`src/rx_pkg.sv`:
```
/*
  Constants, types and register map of the asynchronous serial receiver.
  Assumes one 100 MHz clock and a plain strobe register port with 8-bit data.
*/
package rx_pkg;
  localparam int unsigned AW = 4;
  localparam int unsigned DW = 8;

  // Register offsets
  localparam logic [3:0] ADR_BAUD_CTRL = 4'h0;
  localparam logic [3:0] ADR_RX_DATA   = 4'h1;
  localparam logic [3:0] ADR_RX_STAT   = 4'h2;
  localparam logic [3:0] ADR_DIV_LO    = 4'h3;
  localparam logic [3:0] ADR_DIV_HI    = 4'h4;
  localparam logic [3:0] ADR_TX_STAT   = 4'h5;
  localparam logic [3:0] ADR_IRQ_STAT  = 4'h6;
  localparam logic [3:0] ADR_IRQ_EN    = 4'h7;
  localparam logic [3:0] ADR_IRQ_CLR   = 4'h8;

  // Baud control fields
  localparam int unsigned BC_OVF  = 7;
  localparam int unsigned BC_IDLE = 6;
  localparam int unsigned BC_POL  = 5;
  localparam int unsigned BC_CKP  = 4;
  localparam int unsigned BC_WIDE = 3;
  localparam logic [7:0]  BC_WMASK = 8'h3B;

  // Receive status and control fields
  localparam int unsigned RS_PORT_EN = 7;
  localparam int unsigned RS_NINE    = 6;
  localparam int unsigned RS_CONT_EN = 4;
  localparam int unsigned RS_FRAME   = 2;
  localparam int unsigned RS_OVERRUN = 1;
  localparam int unsigned RS_NINTH   = 0;
  localparam logic [7:0]  RS_WMASK = 8'hF8;

  // Transmit status and control fields
  localparam int unsigned TS_SYNC = 4;
  localparam int unsigned TS_TRMT = 1;
  localparam logic [7:0]  TS_WMASK = 8'hFD;

  // Interrupt status bits
  localparam int unsigned IRQ_RXC  = 0;
  localparam int unsigned IRQ_OVR  = 1;
  localparam int unsigned IRQ_FRAME = 2;

  // Reset values
  localparam logic [7:0] RST_BAUD = 8'h00;
  localparam logic [7:0] RST_RS   = 8'h00;
  localparam logic [7:0] RST_TS   = 8'h00;
  localparam logic [7:0] RST_DIV  = 8'h00;

  // Oversampling timing in ticks of the 16x enable
  localparam logic [3:0] TICK_HALF = 4'h7;
  localparam logic [3:0] TICK_S0   = 4'hD;
  localparam logic [3:0] TICK_S1   = 4'hE;
  localparam logic [3:0] TICK_LAST = 4'hF;
  localparam logic [3:0] LAST_BIT8 = 4'h7;
  localparam logic [3:0] LAST_BIT9 = 4'h8;

  typedef enum logic [1:0] {RX_IDLE, RX_START, RX_DATA, RX_STOP} rx_state_t;
endpackage : rx_pkg

```
`src/baud_if.sv`:
```
/*
  Carrier between the receiver and its oversampling tick divider.
  Assumes both ends share I_CLK.
*/
`timescale 1ns/1ps
interface baud_if;
  logic [15:0] divisor;
  logic        tick;
  modport gen  (input divisor, output tick);
  modport user (output divisor, input tick);
endinterface : baud_if

```
`src/baud_tick.sv`:
```
/*
  Divider giving a one-cycle 16x-baud enable every divisor+1 clocks.
  Assumes the divisor is static while receiving.
*/
`timescale 1ns/1ps
module baud_tick
(
  input  wire logic I_CLK,
  input  wire logic I_RESET,
  baud_if.gen       b
);
  typedef struct packed {
    logic [15:0] cnt;
    logic        tick;
  } tick_state_t;

  tick_state_t q_q;
  tick_state_t q_d;

  always_comb
  begin
    q_d = q_q;
    if (q_q.cnt == 16'h0000)
    begin
      q_d.cnt  = b.divisor;
      q_d.tick = 1'b1;
    end
    else
    begin
      q_d.cnt  = q_q.cnt - 16'h0001;
      q_d.tick = 1'b0;
    end
  end

  always_ff @(posedge I_CLK)
  begin
    if (I_RESET)
      q_q <= '0;
    else
      q_q <= q_d;
  end

  assign b.tick = q_q.tick;
endmodule : baud_tick

```
`src/async_serial_receiver.sv`:
```
/*
  Asynchronous serial receiver: 16x oversampled bit recovery, two-entry
  receive queue, overrun stall, polarity control, registers and interrupt.
  Assumes a register master that strobes one cycle at a time and a serial
  input already synchronous to I_CLK.
*/
// Strobed register access and the register offsets were decided locally.
`timescale 1ns/1ps
module async_serial_receiver
  import rx_pkg::*;
(
  input  wire logic              I_CLK,
  input  wire logic              I_RESET,
  input  wire logic [rx_pkg::AW-1:0] I_ADDR,
  input  wire logic [rx_pkg::DW-1:0] I_WDATA,
  input  wire logic              I_WR,
  input  wire logic              I_RD,
  input  wire logic              I_RX,
  output logic [rx_pkg::DW-1:0]  O_RDATA,
  output logic                   O_IRQ,
  output logic                   O_RX_INT_FLAG
);
  import rx_pkg::*;

  typedef struct packed {
    logic [7:0]      baud;
    logic [7:0]      rsc;
    logic [7:0]      tsc;
    logic [7:0]      dlo;
    logic [7:0]      dhi;
    logic [2:0]      ist;
    logic [2:0]      ien;
    logic            ovr_err;
    rx_state_t       st;
    logic [3:0]      tcnt;
    logic [3:0]      bcnt;
    logic [8:0]      sh;
    logic [1:0]      smp;
    logic            prev;
    logic [1:0][9:0] fq;
    logic [1:0]      cnt;
    logic            head;
    logic [7:0]      rdata;
  } rx_core_t;

  rx_core_t q_q;
  rx_core_t q_d;

  baud_if bif ();

  logic       tick;
  logic       line;
  logic       rx_en;
  logic       vote;
  logic       wr_baud;
  logic       pop;
  logic       push;
  logic       done;
  logic [9:0] head_ent;
  logic [3:0] last_bit;

  //////////////////////////////////////////////////////////////////////////
  // Oversampling tick
  //////////////////////////////////////////////////////////////////////////
  assign bif.divisor = q_q.baud[BC_WIDE] ? {q_q.dhi, q_q.dlo} : {8'h00, q_q.dlo};

  baud_tick u_tick
  (
    .I_CLK   (I_CLK),
    .I_RESET (I_RESET),
    .b       (bif.gen)
  );

  assign tick = bif.tick;

  //////////////////////////////////////////////////////////////////////////
  // Line conditioning and shared terms
  //////////////////////////////////////////////////////////////////////////
  // Inversion applies only outside synchronous mode
  assign line = I_RX ^ (q_q.baud[BC_POL] & ~q_q.tsc[TS_SYNC]);
  assign rx_en = q_q.rsc[RS_CONT_EN] & q_q.rsc[RS_PORT_EN] & ~q_q.tsc[TS_SYNC];
  assign vote = (q_q.smp[0] & q_q.smp[1]) | (q_q.smp[0] & line)
              | (q_q.smp[1] & line);
  assign last_bit = q_q.rsc[RS_NINE] ? LAST_BIT9 : LAST_BIT8;
  assign head_ent = (q_q.cnt != 2'd0) ? q_q.fq[q_q.head] : 10'h000;
  assign pop = I_RD && (I_ADDR == ADR_RX_DATA) && (q_q.cnt != 2'd0);
  assign done = (q_q.st == RX_STOP) && tick && (q_q.tcnt == TICK_LAST) && rx_en;
  assign push = done && ((q_q.cnt != 2'd2) || pop);
  assign wr_baud = I_WR && (I_ADDR == ADR_BAUD_CTRL);

  //////////////////////////////////////////////////////////////////////////
  // Next state
  //////////////////////////////////////////////////////////////////////////
  always_comb
  begin
    logic [2:0] ev;
    logic       slot;
    ev   = 3'b000;
    slot = q_q.head ^ q_q.cnt[0];
    q_d  = q_q;
    q_d.prev  = line;
    q_d.rdata = 8'h00;

    // Register writes
    if (wr_baud)
      q_d.baud = I_WDATA & BC_WMASK;
    else if (I_WR && (I_ADDR == ADR_RX_STAT))
    begin
      q_d.rsc = I_WDATA & RS_WMASK;
      if (!I_WDATA[RS_CONT_EN])
        q_d.ovr_err = 1'b0;
    end
    else if (I_WR && (I_ADDR == ADR_DIV_LO))
      q_d.dlo = I_WDATA;
    else if (I_WR && (I_ADDR == ADR_DIV_HI))
      q_d.dhi = I_WDATA;
    else if (I_WR && (I_ADDR == ADR_TX_STAT))
      q_d.tsc = I_WDATA & TS_WMASK;
    else if (I_WR && (I_ADDR == ADR_IRQ_EN))
      q_d.ien = I_WDATA[2:0];
    else if (I_WR && (I_ADDR == ADR_IRQ_CLR))
      q_d.ist = q_q.ist & ~I_WDATA[2:0];

    // Register reads; queue head visible through the data and receive status registers, popped only by the data register
    if (I_RD)
    begin
      if (I_ADDR == ADR_BAUD_CTRL)
        q_d.rdata = q_q.baud | {1'b0, (q_q.st == RX_IDLE), 6'h00};
      else if (I_ADDR == ADR_RX_DATA)
        q_d.rdata = head_ent[7:0];
      else if (I_ADDR == ADR_RX_STAT)
        q_d.rdata = {q_q.rsc[7:3], head_ent[9], q_q.ovr_err, head_ent[8]};
      else if (I_ADDR == ADR_DIV_LO)
        q_d.rdata = q_q.dlo;
      else if (I_ADDR == ADR_DIV_HI)
        q_d.rdata = q_q.dhi;
      else if (I_ADDR == ADR_TX_STAT)
        q_d.rdata = q_q.tsc | (8'h01 << TS_TRMT);
      else if (I_ADDR == ADR_IRQ_STAT)
        q_d.rdata = {5'h00, q_q.ist};
      else if (I_ADDR == ADR_IRQ_EN)
        q_d.rdata = {5'h00, q_q.ien};
      else
        q_d.rdata = 8'h00;
    end

    // Bit recovery
    case (q_q.st)
      RX_IDLE:
      begin
        if (rx_en && !q_q.ovr_err && q_q.prev && !line)
        begin
          q_d.st   = RX_START;
          q_d.tcnt = 4'h0;
        end
      end
      RX_START:
      begin
        if (tick)
        begin
          q_d.tcnt = q_q.tcnt + 4'h1;
          if (q_q.tcnt == TICK_HALF)
          begin
            q_d.tcnt = 4'h0;
            q_d.bcnt = 4'h0;
            q_d.st   = line ? RX_IDLE : RX_DATA;
          end
        end
      end
      RX_DATA:
      begin
        if (tick)
        begin
          q_d.tcnt = q_q.tcnt + 4'h1;
          if (q_q.tcnt == TICK_S0)
            q_d.smp[0] = line;
          if (q_q.tcnt == TICK_S1)
            q_d.smp[1] = line;
          if (q_q.tcnt == TICK_LAST)
          begin
            q_d.sh   = {vote, q_q.sh[8:1]};
            q_d.bcnt = q_q.bcnt + 4'h1;
            if (q_q.bcnt == last_bit)
              q_d.st = RX_STOP;
          end
        end
      end
      RX_STOP:
      begin
        if (tick)
        begin
          q_d.tcnt = q_q.tcnt + 4'h1;
          if (q_q.tcnt == TICK_S0)
            q_d.smp[0] = line;
          if (q_q.tcnt == TICK_S1)
            q_d.smp[1] = line;
          if (q_q.tcnt == TICK_LAST)
            q_d.st = RX_IDLE;
        end
      end
      default:
        q_d.st = RX_IDLE;
    endcase

    if (!rx_en)
      q_d.st = RX_IDLE;

    // Queue: pop head, push behind the last unread entry
    if (pop)
      q_d.head = ~q_q.head;
    if (push)
    begin
      q_d.fq[slot] = {~vote, q_q.rsc[RS_NINE] ? q_q.sh : {1'b0, q_q.sh[8:1]}};
      ev[IRQ_RXC]   = 1'b1;
      ev[IRQ_FRAME] = ~vote;
    end
    else if (done)
    begin
      q_d.ovr_err = 1'b1;
      ev[IRQ_OVR] = 1'b1;
    end
    q_d.cnt = q_q.cnt + {1'b0, push} - {1'b0, pop};

    // Hardware set wins over a software clear in the same cycle
    q_d.ist = q_d.ist | ev;
  end

  always_ff @(posedge I_CLK)
  begin
    if (I_RESET)
    begin
      q_q      <= '0;
      q_q.baud <= RST_BAUD;
      q_q.rsc  <= RST_RS;
      q_q.tsc  <= RST_TS;
      q_q.dlo  <= RST_DIV;
      q_q.dhi  <= RST_DIV;
      q_q.prev <= 1'b1;
      q_q.st   <= RX_IDLE;
    end
    else
      q_q <= q_d;
  end

  //////////////////////////////////////////////////////////////////////////
  // Outputs
  //////////////////////////////////////////////////////////////////////////
  assign O_RDATA       = q_q.rdata;
  assign O_RX_INT_FLAG = (q_q.cnt != 2'd0);
  assign O_IRQ         = |(q_q.ist & q_q.ien);
endmodule : async_serial_receiver

```
`config.mk`:
```
export PLATFORM = sky130hd
export DESIGN_NAME = async_serial_receiver
export DESIGN_NICKNAME = d
export VERILOG_FILES = /design/src/rx_pkg.sv /design/src/baud_if.sv /design/src/baud_tick.sv /design/src/async_serial_receiver.sv
export SDC_FILE = /design/constraint.sdc
export NUM_CORES = 1
export LEC_CHECK = 0
export BUFFER_PORTS_ARGS = -buffer_cell sky130_fd_sc_hd__buf_2
export CORE_ASPECT_RATIO = 0.7
export CORE_MARGIN = 2
export CORE_UTILIZATION = 60
export DETAILED_ROUTE_END_ITERATION = 10
export PLACE_DENSITY_LB_ADDON = 0.12
export SYNTH_ARGS = -nofsm -noshare
export SYNTH_HDL_FRONTEND = slang
export SYNTH_SLANG_ARGS = --single-unit
```
`constraint.sdc`:
```
create_clock -name I_CLK -period 4.9 [get_ports I_CLK]
set_input_delay 1.47 -clock I_CLK [delete_from_list [all_inputs] [get_ports I_CLK]]
set_output_delay 1.47 -clock I_CLK [all_outputs]
set_load 0.01 [all_outputs]
```
==> impl_metrics.csv <==
group,metric,value,unit
die,start_util,62.73,%
detailed_routing,drcViolationCount,0,
detailed_routing,postRouteAntennaNets,0,
sta,finalCritPeriodShare,68.87,%
detailed_routing,first_pass_iters,6,
min_path,hold_end,"q_q[92]",
sta,fmax,296.3,MHz
critical_path,path_max_fanout,23,
clock_network,cts_hold_buf,0,
finish,antenna_cells,0,
critical_path,slowest_delay,0.37,ns
synthesis,synth_top_cell_by_area,"dfxtp_1",
clock_network,clk_pin_slew,0.07,ns
clock_network,cts_num_sinks,110,
sta,tightest_slew,1.143,ns
global_routing,grt_max_degree,67,
placement,gp_congestion,0.9432,
sta,fin_skew,0.007378,ns
global_routing,grt_pass1_vias,4115,
sta,relSlewSlack,23.37,%
synthesis,yosysSeqAreaShare,40.90,%
die,fp.dieArea,0.009759,sq mm
synthesis,netlist_area,0.005384,sq mm
synthesis,synthTopCellsByArea,"dfxtp_1 41%, mux2i_1 9.7%, nor2_1 6.8%",
synthesis,synth_commonest_cells,"110 x dfxtp_1, 97 x nor2_1, 52 x mux2i_1",
finish,fillCellCount,721,
pwr,p_leak,2.027,nW
sta,timing.hold.ws,0.4621,ns
placement,port_buffers,26,
die,ios,27,
synthesis,async_flop_share,0,%
detailed_routing,wl,12.88,mm
critical_path,worst_setup_path_end_kind,"flop",
synthesis,synth_edf_count,0,
run,cap_violations,0,
sta,slew_violations,0,
synthesis,syn_inst,614,
finish,drive_gt1_share,10.57,%
sta,setup_viol,0,
detailed_routing,via_per_inst,6.078,
global_routing,overflow,0,
finish,nets,636,
clock_network,numCtsBuffers,9,
sta,rsz0062_at_grt,"no",
detailed_routing,wire_per_inst,17.53,um
finish,area_growth,7.320,%
synthesis,yosysWarnings,0,
die,std_cell_rows,28,
die,die_h,83.26,um
synthesis,syn_nets,639,
clock_network,cts_resized,0,
synthesis,synth_ff_type,"dfxtp_1",
pwr,max-vdd-ir-drop,0.0003322,V
clock_network,clk_latency,0.35,ns
critical_path,required,5.11,ns
global_routing,grt_use_total,27.66,%
synthesis,synth_top_area_share,40.90,%
sta,hold_violations,0,
critical_path,reg2reg_to,"q_q[10]",
die,core,0.008583,sq mm
critical_path,critical_path_arrival,3.59,ns
critical_path,cp_top_family,"simple AND/OR/NAND/NOR gates",
global_routing,antenna_found_initial,0,
min_path,min_path_type,"reg -> reg",
critical_path,cp-start-kind,"primary input",
clock_network,cts_buffer_depth,2,
synthesis,yosysMostFrequentCell,"dfxtp_1",
critical_path,rr_startpoint,"q_q[52]",
detailed_routing,drtIter0Drc,508,
critical_path,critical_path.cell_chain,"buf_2 -> nor4b_4 -> a211oi_4 -> or2_2 -> ha_1 -> inv_1 -> ha_1 -> xnor2_1 -> xnor2_1 -> nor2_1",
placement,post-dp-hpwl,9.246,mm
synthesis,syn-mean-instance-area,8.769,sq um
finish,post-route-util,67.32,%
clock_network,cts_tree,"built",
sta,finalCriticalPeriod,3.375,ns
min_path,hold_depth,2,
critical_path,r2r_slack,2.46,ns
sta,setup_tns,0,ns
clock_network,cts.htree.levels,3,
finish,multi_input_area,0.002897,sq mm
critical_path,critPathKind,"in -> reg",
clock_network,post_cts_buffers,0,
sta,fin_ws,1.525,ns
synthesis,synth_seq_cells,110,
clock_network,cts-root-buf,"clkbuf_16",
global_routing,grt_pass1_wl,21.13,mm
finish,regArea,0.002202,sq mm
pwr,power,2.246,mW
placement,preCtsSetupSlack,1.170,ns
critical_path,crit_slowest_cell,"nor4b_4",
status,outcome,"complete, no violations",
detailed_routing,dr_total_vias,4467,
critical_path,critPathBufInv,2,
min_path,min_from,"q_q[92]",
die,die_w,117.2,um
synthesis,ys_types,70,
pwr,powerDensity,388.8,mW/mm^2
critical_path,r2r_cells,9,
[tightest hold or removal path: stages, from the launching register on]
cell and delay (ns):
dfxtp_1 0.31, nand2_1 0.05, a21oi_1 0.05
[routing by layer]
metal | GRT usage (%) | routed length, um | vias up
met4 | 5.134 | 109 | 0
met5 | 0 | 0 | -
met2 | 38.61 | 5393 | 194
met1 | 42.29 | 6143 | 2090
li1 | - | - | 2169
met3 | 8.102 | 1236 | 14
[final cells by class]
class / count / share of cell area (%)
Clock buffer: 12 / 4.439
Clock inverter: 3 / 1.169
Inverter: 16 / 1.039
Multi-Input combinational cell: 446 / 50.13
Sequential cell: 110 / 38.11
Tap cell: 120 / 2.599
Timing Repair Buffer: 28 / 2.512
[layout by cell type (no fill, tap or decap), types with 3 or more instances in the layout]
cell / instances
a211oi_1: 28
a21oi_1: 50
a22oi_1: 5
a311oi_1: 4
buf_2: 26
clkbuf_16: 9
dfxtp_1: 110
ha_1: 8
inv_1: 15
mux2_2: 3
mux2i_1: 52
nand2_1: 39
nand2b_1: 7
nand3_1: 21
nand4_1: 3
nor2_1: 97
nor2b_1: 6
nor3_1: 10
nor3b_1: 3
nor4_1: 3
o21a_1: 3
o21ai_0: 24
o22ai_1: 8
or2_2: 3
xnor2_1: 15
xor2_1: 5
[sequential cells by signal, summed over array words and instances, names as in the netlist]
signal	count
q_q	85
O_RDATA	8
u_tick.b.tick	1
u_tick.q_q	16
[kinds of logic (layout without fill, tap and decap cells)]
family          after synthesis  count (layout)  share of synthesized area (%)
simple gates                220             220                          21.15
compound gates              141             141                          16.66
flops                       110             110                          40.90
buf+inv                      58              59                          5.391
mux                          55              55                          10.30
xor+xnor                     21              21                          3.556
fa+ha+maj                     9               9                          2.045
[stage by stage]
step / cell area, sq um / cells
final: 5778 / 735
after global routing: 5778 / 735
after CTS: 5778 / 735
after detailed placement: 5454 / 720
after global placement: 5454 / 720
after floorplan: 5384 / 614
[power breakdown]
group	internal, mW	switching (mW)	total [mW]
registers	0.950	0.0609	1.01
logic	0.182	0.267	0.449
clock network	0.473	0.313	0.786
[worst max path at each step]
stage,from,to,cells after the start
detailed placement,I_ADDR[0],q_q[10],10
global route,I_ADDR[0],q_q[10],10
finish,I_ADDR[0],q_q[10],10
floorplan,I_ADDR[1],q_q[10],10
CTS,I_ADDR[0],q_q[10],10
global placement,I_ADDR[0],q_q[10],10
Power figures use the tool's default switching activity.
